$ cat config.mk
export PLATFORM = sky130hd
export DESIGN_NAME = dioa_port
export DESIGN_NICKNAME = d
export VERILOG_FILES = /design/src/hdl/dioa_pkg.sv /design/src/hdl/dioa_pin_cell.sv /design/src/hdl/dioa_port.sv
export SDC_FILE = /design/constraint.sdc
export NUM_CORES = 1
export LEC_CHECK = 0
export BUFFER_PORTS_ARGS = -buffer_cell sky130_fd_sc_hd__buf_2
export CAP_MARGIN = 20
export CORE_MARGIN = 1.5
export CORE_UTILIZATION = 50
export DETAILED_ROUTE_END_ITERATION = 8
export GPL_TIMING_DRIVEN = 1
export PLACE_DENSITY = 0.85
export SKIP_CTS_REPAIR_TIMING = 1
export SLEW_MARGIN = 10
export SYNTH_ARGS = -nofsm -noshare
export SYNTH_HDL_FRONTEND = slang
export SYNTH_SLANG_ARGS = --single-unit
$ cat constraint.sdc
create_clock -name clk_sys_i -period 2.5 [get_ports clk_sys_i]
set_input_delay 0.75 -clock clk_sys_i [delete_from_list [all_inputs] [get_ports clk_sys_i]]
set_output_delay 0.75 -clock clk_sys_i [all_outputs]
set_load 0.02 [all_outputs]
$ cat src/hdl/dioa_pkg.sv
package dioa_pkg;

    // Bus geometry
    localparam int ADR_W    = 14;
    localparam int DAT_W    = 32;
    localparam int SEL_W    = 4;
    localparam int IDX_W    = 12;
    localparam int REG_W    = 8;

    // Port widths
    localparam int WIDE_W   = 8;
    localparam int NARROW_W = 2;
    localparam int FUNC_W   = 5;

    // Register indices; the byte address is four times the index
    localparam logic [IDX_W-1:0] IDX_WIDE_LATCH   = 12'h007;
    localparam logic [IDX_W-1:0] IDX_NARROW_LATCH = 12'h008;
    localparam logic [IDX_W-1:0] IDX_WIDE_IN      = 12'h014;
    localparam logic [IDX_W-1:0] IDX_NARROW_IN    = 12'h015;
    localparam logic [IDX_W-1:0] IDX_WIDE_DIR     = 12'hf21;
    localparam logic [IDX_W-1:0] IDX_NARROW_DIR   = 12'hf22;
    localparam logic [IDX_W-1:0] IDX_WIDE_FUNC    = 12'hf3b;
    localparam logic [IDX_W-1:0] IDX_NARROW_FUNC  = 12'hf3c;

    // Byte address field of the word index
    localparam int IDX_LSB = 2;
    localparam int IDX_MSB = 13;

    // Reset values
    localparam logic [WIDE_W-1:0]   RST_WIDE   = 8'h00;
    localparam logic [NARROW_W-1:0] RST_NARROW = 2'h0;
    localparam logic [FUNC_W-1:0]   RST_FUNC   = 5'h00;
    localparam logic [DAT_W-1:0]    RD_ZERO    = 32'h0000_0000;

    // Wide-port pin positions of the interrupt inputs
    localparam int IRQ_LSB = 5;
    localparam int IRQ_MSB = 7;

endpackage

$ cat src/hdl/dioa_pin_cell.sv
module dioa_pin_cell (
    // Control
    input  wire logic dir_i,
    input  wire logic func_i,
    input  wire logic latch_i,
    // Peripheral side
    input  wire logic periph_out_i,
    output logic      periph_in_o,
    // Pin side
    input  wire logic pin_sync_i,
    output logic      pin_o,
    output logic      pin_oe_o,
    // Readback
    output logic      read_o
);

    wire drive_periph;

    assign drive_periph = dir_i & func_i;
    // The pin is driven only in output mode
    assign pin_oe_o     = dir_i;
    assign pin_o        = drive_periph ? periph_out_i : latch_i;
    // Peripheral inputs see the pin only in input mode, held low otherwise
    assign periph_in_o  = ~dir_i & pin_sync_i;
    assign read_o       = ~dir_i & pin_sync_i;

endmodule

$ cat src/hdl/dioa_port.sv
module dioa_port (
    // System
    input  wire logic                        clk_sys_i,
    input  wire logic                        resetn_i,
    // Wishbone slave
    input  wire logic                        wb_cyc_i,
    input  wire logic                        wb_stb_i,
    input  wire logic                        wb_we_i,
    input  wire logic [dioa_pkg::ADR_W-1:0]  wb_adr_i,
    input  wire logic [dioa_pkg::SEL_W-1:0]  wb_sel_i,
    input  wire logic [dioa_pkg::DAT_W-1:0]  wb_dat_i,
    output logic      [dioa_pkg::DAT_W-1:0]  wb_dat_o,
    output logic                             wb_ack_o,
    // Wide port pins
    input  wire logic [dioa_pkg::WIDE_W-1:0] wide_pin_i,
    output logic      [dioa_pkg::WIDE_W-1:0] wide_pin_o,
    output logic      [dioa_pkg::WIDE_W-1:0] wide_pin_oe_o,
    // Narrow port pins
    input  wire logic [dioa_pkg::NARROW_W-1:0] narrow_pin_i,
    output logic      [dioa_pkg::NARROW_W-1:0] narrow_pin_o,
    output logic      [dioa_pkg::NARROW_W-1:0] narrow_pin_oe_o,
    // Peripheral outputs to the pins
    input  wire logic                        divider_out_i,
    input  wire logic                        pulse_gen_hi_out_1_i,
    input  wire logic                        pulse_gen_hi_out_0_i,
    input  wire logic                        pulse_gen_out_0_i,
    input  wire logic                        pulse_gen_out_1_i,
    input  wire logic                        pulse_gen_out_2_i,
    input  wire logic                        pulse_gen_out_3_i,
    input  wire logic                        pwm_out_0_i,
    input  wire logic                        pwm_out_1_i,
    input  wire logic                        pwm_out_2_i,
    input  wire logic                        pwm_out_3_i,
    // Peripheral inputs from the pins
    output logic                             ext_irq_in_c_o,
    output logic                             ext_irq_in_b_o,
    output logic                             ext_irq_in_a_o,
    output logic                             timer_hi_in_1_o,
    output logic                             timer_hi_in_0_o,
    output logic                             timer_in_0_o,
    output logic                             timer_in_1_o,
    output logic                             timer_in_2_o,
    output logic                             timer_in_3_o
);

    localparam int WW = dioa_pkg::WIDE_W;
    localparam int NW = dioa_pkg::NARROW_W;
    localparam int FW = dioa_pkg::FUNC_W;

    // Software-visible state
    logic [WW-1:0] wide_latch;
    logic [WW-1:0] wide_dir;
    logic [FW-1:0] wide_func;
    logic [NW-1:0] narrow_latch;
    logic [NW-1:0] narrow_dir;
    logic [NW-1:0] narrow_func;
    logic          ack;
    logic [dioa_pkg::DAT_W-1:0] rdata;

    // Pin synchronisers
    logic [WW-1:0] wide_meta;
    logic [WW-1:0] wide_sync;
    logic [NW-1:0] narrow_meta;
    logic [NW-1:0] narrow_sync;

    // Bus decode
    wire [dioa_pkg::IDX_W-1:0] word_idx;
    wire                       bus_req;
    wire                       take_req;
    wire                       wr_fire;
    wire hit_wide_latch;
    wire hit_narrow_latch;
    wire hit_wide_in;
    wire hit_narrow_in;
    wire hit_wide_dir;
    wire hit_narrow_dir;
    wire hit_wide_func;
    wire hit_narrow_func;
    wire [dioa_pkg::REG_W-1:0] wr_byte;
    wire [dioa_pkg::REG_W-1:0] read_byte;
    wire [WW-1:0] wide_read;
    wire [NW-1:0] narrow_read;
    wire [WW-1:0] wide_func_full;
    wire [WW-1:0] wide_periph_out;
    wire [WW-1:0] wide_periph_in;
    wire [NW-1:0] narrow_periph_out;
    wire [NW-1:0] narrow_periph_in;

    assign word_idx = wb_adr_i[dioa_pkg::IDX_MSB:dioa_pkg::IDX_LSB];
    assign bus_req  = wb_cyc_i & wb_stb_i;
    assign take_req = bus_req & ~ack;
    // Writes land on the edge where the master sees ack, as classic Wishbone expects
    assign wr_fire  = bus_req & wb_we_i & ack & wb_sel_i[0];
    assign wr_byte  = wb_dat_i[dioa_pkg::REG_W-1:0];

    assign hit_wide_latch   = (word_idx == dioa_pkg::IDX_WIDE_LATCH);
    assign hit_narrow_latch = (word_idx == dioa_pkg::IDX_NARROW_LATCH);
    assign hit_wide_in      = (word_idx == dioa_pkg::IDX_WIDE_IN);
    assign hit_narrow_in    = (word_idx == dioa_pkg::IDX_NARROW_IN);
    assign hit_wide_dir     = (word_idx == dioa_pkg::IDX_WIDE_DIR);
    assign hit_narrow_dir   = (word_idx == dioa_pkg::IDX_NARROW_DIR);
    assign hit_wide_func    = (word_idx == dioa_pkg::IDX_WIDE_FUNC);
    assign hit_narrow_func  = (word_idx == dioa_pkg::IDX_NARROW_FUNC);

    // Unmapped words and reserved bits read as zero
    assign read_byte =
        hit_wide_latch   ? wide_latch :
        hit_narrow_latch ? {6'h00, narrow_latch} :
        hit_wide_in      ? wide_read :
        hit_narrow_in    ? {6'h00, narrow_read} :
        hit_wide_dir     ? wide_dir :
        hit_narrow_dir   ? {6'h00, narrow_dir} :
        hit_wide_func    ? wide_func_full :
        hit_narrow_func  ? {6'h00, narrow_func} : 8'h00;

    assign wb_ack_o = ack;
    assign wb_dat_o = rdata;

    always_ff @(posedge clk_sys_i or negedge resetn_i) begin
        if (!resetn_i) begin
            ack   <= 1'b0;
            rdata <= dioa_pkg::RD_ZERO;
        end else begin
            ack <= take_req;
            if (take_req) begin
                rdata <= {24'h00_0000, read_byte};
            end
        end
    end

    // Upper bits of the narrow and wide-function registers do not exist
    always_ff @(posedge clk_sys_i or negedge resetn_i) begin
        if (!resetn_i) begin
            wide_latch   <= dioa_pkg::RST_WIDE;
            wide_dir     <= dioa_pkg::RST_WIDE;
            wide_func    <= dioa_pkg::RST_FUNC;
            narrow_latch <= dioa_pkg::RST_NARROW;
            narrow_dir   <= dioa_pkg::RST_NARROW;
            narrow_func  <= dioa_pkg::RST_NARROW;
        end else if (wr_fire) begin
            if (hit_wide_latch)   wide_latch   <= wr_byte;
            if (hit_wide_dir)     wide_dir     <= wr_byte;
            if (hit_wide_func)    wide_func    <= wr_byte[FW-1:0];
            if (hit_narrow_latch) narrow_latch <= wr_byte[NW-1:0];
            if (hit_narrow_dir)   narrow_dir   <= wr_byte[NW-1:0];
            if (hit_narrow_func)  narrow_func  <= wr_byte[NW-1:0];
        end
    end

    always_ff @(posedge clk_sys_i or negedge resetn_i) begin
        if (!resetn_i) begin
            wide_meta   <= dioa_pkg::RST_WIDE;
            wide_sync   <= dioa_pkg::RST_WIDE;
            narrow_meta <= dioa_pkg::RST_NARROW;
            narrow_sync <= dioa_pkg::RST_NARROW;
        end else begin
            wide_meta   <= wide_pin_i;
            wide_sync   <= wide_meta;
            narrow_meta <= narrow_pin_i;
            narrow_sync <= narrow_meta;
        end
    end

    // Bits 7-5 have no alternate output, so they always use the latch
    assign wide_func_full = {3'h0, wide_func};
    // Timer outputs: the idle one of pulse and PWM is expected to sit low
    assign wide_periph_out = {3'h0, divider_out_i, pulse_gen_hi_out_1_i, pulse_gen_hi_out_0_i,
                              pulse_gen_out_1_i | pwm_out_1_i, pulse_gen_out_0_i | pwm_out_0_i};
    assign narrow_periph_out = {pulse_gen_out_3_i | pwm_out_3_i, pulse_gen_out_2_i | pwm_out_2_i};

    genvar gi;
    generate
        for (gi = 0; gi < WW; gi++) begin : g_wide
            dioa_pin_cell u_cell (
                .dir_i        (wide_dir[gi]),
                .func_i       (wide_func_full[gi]),
                .latch_i      (wide_latch[gi]),
                .periph_out_i (wide_periph_out[gi]),
                .periph_in_o  (wide_periph_in[gi]),
                .pin_sync_i   (wide_sync[gi]),
                .pin_o        (wide_pin_o[gi]),
                .pin_oe_o     (wide_pin_oe_o[gi]),
                .read_o       (wide_read[gi])
            );
        end
        for (gi = 0; gi < NW; gi++) begin : g_narrow
            dioa_pin_cell u_cell (
                .dir_i        (narrow_dir[gi]),
                .func_i       (narrow_func[gi]),
                .latch_i      (narrow_latch[gi]),
                .periph_out_i (narrow_periph_out[gi]),
                .periph_in_o  (narrow_periph_in[gi]),
                .pin_sync_i   (narrow_sync[gi]),
                .pin_o        (narrow_pin_o[gi]),
                .pin_oe_o     (narrow_pin_oe_o[gi]),
                .read_o       (narrow_read[gi])
            );
        end
    endgenerate

    assign ext_irq_in_c_o  = wide_periph_in[7];
    assign ext_irq_in_b_o  = wide_periph_in[6];
    assign ext_irq_in_a_o  = wide_periph_in[5];
    assign timer_hi_in_1_o = wide_periph_in[3];
    assign timer_hi_in_0_o = wide_periph_in[2];
    assign timer_in_1_o    = wide_periph_in[1];
    assign timer_in_0_o    = wide_periph_in[0];
    assign timer_in_3_o    = narrow_periph_in[1];
    assign timer_in_2_o    = narrow_periph_in[0];
endmodule

# [Word level (Yosys, flattened, before mapping)]
# Cells that the tools add are included.
[word_totals] ff_bits=56 inputBits=76 output_inout_bits=62 word_cells=78
[op_classes] eq_ne=8 n_mux=15 bitwise_logic=37 reduce_logical=6
[ops] operator="12-bit == test, second input constant" n=4
[ops] operator="8-bit 2-to-1 mux" n=5
[ops] operator="12-bit by 5-bit == test with 1-bit output, second input constant" n=2
[ops] operator="1-bit bitwise AND" n=22
[ops] operator="12-bit by 3-bit == test with 1-bit output, second input constant" n=1
[ops] operator="12-bit by 4-bit == test with 1-bit output, second input constant" n=1
[ops] operator="2-bit AND reduction" n=6
[ops] operator="1-bit NOT" n=11
[ops] operator="5-bit 2-to-1 mux" n=2
[ops] operator="1-bit 2-to-1 mux" n=7
[ops] operator="1-bit bitwise OR" n=4
[ops] operator="2-bit 2-to-1 mux" n=1

# [Longest topological paths before layout]
[logic_depth] ltp_word=9 mapped_depth=7

# [Cells and area by module]
# From an unflattened synthesis, not the netlist that was laid out.
[unflattened] hier_cells=252 area_unflattened_um2=2945.3
[by_module_without_submodules] module="dioa_port" n_inst=1 cells_per_inst=202 area_each_um2=2519.9 seq_area_each_um2=1401.3
[by_module_without_submodules] module="dioa_pin_cell" n_inst=10 cells_per_inst=5 area_each_um2=42.5 seq_area_each_um2=0.0

# [Worst setup path after synthesis]
# No wires, ideal clock.
[synth_path] path_type="input port to flip-flop" from="in wb_adr_i[7] in the netlist's numbering" to="reg wide_latch[0]" t_arrival_ns=2.214 required_ns=2.375 path_slack_ns=0.162 cell_stages=4 path_cell_list="or4_4 nor4_4 nand2_4 mux2_2"
[synth_via] elab_chain_len=2
[synth_lines] item="start: declaration" line="dioa_port.sv:9" source="input wire logic [dioa_pkg::ADR_W-1:0] wb_adr_i,"
[synth_lines] item="12-bit by 3-bit == test with 1-bit output" line="dioa_port.sv:96" source="assign hit_wide_latch = (word_idx == dioa_pkg::IDX_WIDE_LATCH);"
[synth_lines] item="2-bit AND reduction (no line)"
[synth_lines] item="end signal: assignment" line="dioa_port.sv:134" source="wide_latch <= dioa_pkg::RST_WIDE;"
[synth_lines] item="end signal: assignment" line="dioa_port.sv:141" source="if (hit_wide_latch) wide_latch <= wr_byte;"
[synth_lines] item="end: declaration" line="dioa_port.sv:51" source="logic [WW-1:0] wide_latch;"
# No other way between the ends.
# A chain may end at the register's enable or synchronous reset.

# [Worst setup path in the final report]
[layout_path] from="in wb_adr_i[7] in the netlist's numbering" to="reg narrow_latch[1]"
[layout_via] elab_chain_len=2
[layout_lines] item="12-bit by 4-bit == test with 1-bit output" line="dioa_port.sv:97" source="assign hit_narrow_latch = (word_idx == dioa_pkg::IDX_NARROW_LATCH);"
[layout_lines] item="2-bit AND reduction (no line)"
[layout_lines] item="end signal: assignment" line="dioa_port.sv:137" source="narrow_latch <= dioa_pkg::RST_NARROW;"
[layout_lines] item="end signal: assignment" line="dioa_port.sv:144" source="if (hit_narrow_latch) narrow_latch <= wr_byte[NW-1:0];"
[layout_lines] item="end: declaration" line="dioa_port.sv:54" source="logic [NW-1:0] narrow_latch;"
# No other way between the ends.

==> impl_results.md <==
- Critical Path Most Common Cell: nor2_1
- Worst path depth: 6
- Clock Tree Buf Depth: 2
- Net Switching: 0.0004200 W
- GRT Total Usage: 21.57%
- Share of layout cells above drive strength 1: 42.65%
- Detail Placement HPWL: 5.021 mm
- Vias in the first global route: 2156
- Largest delay contributor family on the critical path: simple AND/OR/NAND/NOR gates
- Sequential share of power: 58.5%
- Max_cap viols: 0
- Area of the core: 5574 sq um
- Worst hold slack: 0.3521 ns
- PD cells: 483.8 nW/um^2
- Post-synthesis register bit count: 56
- P_int: 0.001196 W
- Most common cell after layout, fill and taps aside: buf_2
- Met2 WL post-DR: 3.200 mm
- CTS tree: built
- Worst skew pair latency: 0.31 ns
- Diodes inserted: 0
- Worst path max stage delay: 0.55 ns
- Final worst path period share: 88.07%
- Die width: 79.41 um
- Status: completed
- Clock power share: 28.0%
- Fill count: 495
- Top_reg_cell synth: dfrtp_1
- Die area: 6305 sq um
- VDD IR max: 0.0003949 V
- Post-synth cell types: 46
- Area Overhead vs Synth: 14.44%
- Vias: 2229
- Bufs and invs on worst path: 1
- Standard-cell rows: 27
- Crit-path max FO: 4
- Max Clock Freq: 454.2 MHz
- Critical Path RT: 2.70 ns
- Switching Fraction: 25.99%
- Syn Std Cell Area: 2919 sq um
- Hold Path Class: reg2reg
- Syn Inst Count: 265
- Synth area leader: dfrtp_1
- Setup CP Type: in2reg
- Final hold vios: 0
- First-pass GRT wire length: 10.27 mm
- Final core occ: 59.93%
- Num ports: 138
- Worst EP arrival: 2.40 ns
- Most frequent cells in the layout: buf_2 (84), dfrtp_1 (56), mux2_2 (31)
- R2R Setup Slk: 0.66 ns
- Antenna violations before repair: 0
- RSZ-0062 raised after global routing: no
- Routed WL per cell: 15.54 um
- Storage cell area: 1401 sq um
- Clock sink count: 56
- I/O Buffers: 84
- H-tree lvl count: 2
- WL final: 6.404 mm
- Slew margin rel.: 64.45%
- Pre-Repair DR Iteration Count: 4
- Mean Syn Cell Area: 11.02 sq um
- Initial drt markers: 133
- Hold Path Depth: 0
- Post-synth ARST share: 100.0%
- CTS Root Cell: clkbuf_8
- Synth top area share: 48.01%
- ANT nets after route: 0
- CTS clk-pin slew, worst paths: 0.09 ns
- Post-synthesis sequential area ratio: 48.01%
- Initial Utilization: 52.37%
- Worst-margin pin slew: 0.5332 ns
- Critical Path End Type: flop
- Die Y: 79.41 um
- Combinational group share of total power: 13.5%
- Remaining Overflow, GRT: 0
- CP max stage cell: or4_4
- Worst slack, placed: -0.006902 ns
- CTS buffer count: 5
- GP Congestion: 0.9339
- Met3 routed WL: 501 um
- Final critical path time including I/O delays and setup: 2.202 ns
- Crit-path cells: buf_2, or4_4, nor2_1, nand4_1, nor2_1, mux2_2
- Dominant cells by area after synthesis: dfrtp_1 (48%), mux2_2 (12%), buf_4 (11%)
- Pin count of the biggest net entering global routing: 36
- DRC errors left: 0
- Met1 Wirelength: 2.610 mm
- Yosys warns: 0
- Final setup viols: 0
- Multi-input combinational cell area: 1222 sq um
- Static leakage power: 1.692 nW
- Number of enable flip-flop cells after synthesis: 0
- Fin. max-slew vios: 0
- Final WS setup: 0.2983 ns
- FF-to-FF path depth: 5
- DR top layer: met4
- Final nets: 416
- Critical path startpoint category: input port
- Clk_skew: 0.005383 ns
- Drt via density: 5.410
## metrics by stage
stage	cell area [sq um]	power, W	TNS (ns)	std cells
2_1_floorplan	3005	0.001105	0	288
3_3_place_gp	3263	0.001174	-0.001910	405
3_5_place_dp	3263	0.001183	-0.01137	405
4_1_cts	3341	0.001633	0	412
5_1_grt	3341	0.001685	0	412
6_report	3341	0.001616	0	412
## final timing paths
kind	startpoint	to
worst min-delay path	wide_meta[0]$_DFF_PN0_	wide_sync[0]$_DFF_PN0_
min in group asynchronous	resetn_i	wb_dat_o[1]$_DFFE_PN0P_
max in group asynchronous	resetn_i	wide_dir[4]$_DFFE_PN0P_
worst max-delay path	wb_adr_i[7]	narrow_latch[1]$_DFFE_PN0P_
worst min register to register	wide_meta[0]$_DFF_PN0_	wide_sync[0]$_DFF_PN0_
worst max register to register	wb_ack_o$_DFF_PN0_	narrow_dir[0]$_DFFE_PN0P_
## cell type report
cell class | count | share of cell area, %
timing repair buffer | 97 | 15.88
sequential | 56 | 41.95
clock buffer | 6 | 2.172
tap | 72 | 2.697
multi-input combinational | 175 | 36.59
inverter | 5 | 0.5618
clock inverter | 1 | 0.1498
## kinds of logic (layout without fill, tap and decap cells)
kind of cell    after synthesis  in the layout  share of synthesized area, %
compound gates               40             40                         9.687
flops                        56             56                         48.01
simple gates                 80             80                         17.15
buf+inv                      57            109                         13.07
other cells                   1             24                        0.1285
mux                          31             31                         11.96
## worst reg2reg max path, cell delays in order, from the launching register on
cell and delay, ns:
dfrtp_1 0.40, nand3_1 0.13, or2_2 0.35, nor4b_1 0.35
buf_4 0.18, mux2_2 0.32
## power groups by stage
stage          clock, W  sequential [W]  combinational (W)
5_1_grt        0.000496        0.000950           0.000239
3_3_place_gp          0        0.000962           0.000212
2_1_floorplan         0        0.000977           0.000128
6_report       0.000452        0.000946           0.000218
4_1_cts        0.000468        0.000947           0.000219
3_5_place_dp          0        0.000965           0.000218
## flip-flops by register name, indices dropped and copies added (netlist names)
name,count
wide_sync,8
narrow_dir,2
wide_latch,8
wb_ack_o,1
narrow_sync,2
wide_func,5
wide_dir,8
narrow_latch,2
wide_meta,8
wb_dat_o,8
narrow_func,2
narrow_meta,2
## per-layer routing
metal	up-vias	GRT usage [%]
met5	-	0
met4	0	7.719
met3	7	4.571
met2	108	35.90
met1	1080	27.84
li1	1034	-
## cells in the mapped netlist (2+ instances only)
cell,instances
nand3_1,4
nand4_1,4
a22oi_1,3
o22ai_1,2
clkbuf_1,5
nor2_1,16
a31oi_1,7
a221oi_1,2
mux2_2,31
buf_2,2
a2bb2oi_1,2
and3b_1,2
buf_4,44
nor4_4,3
o21ai_0,5
nand4bb_1,2
a21oi_1,8
nand2_1,15
nor2b_1,12
or2_2,3
a32oi_1,2
nor4_1,2
dfrtp_1,56
nand3b_1,2
nor3b_1,2
nor4b_1,2
a22o_2,2
nor3_1,3
inv_1,5
No activity file was read; power rests on OpenSTA's default activity.
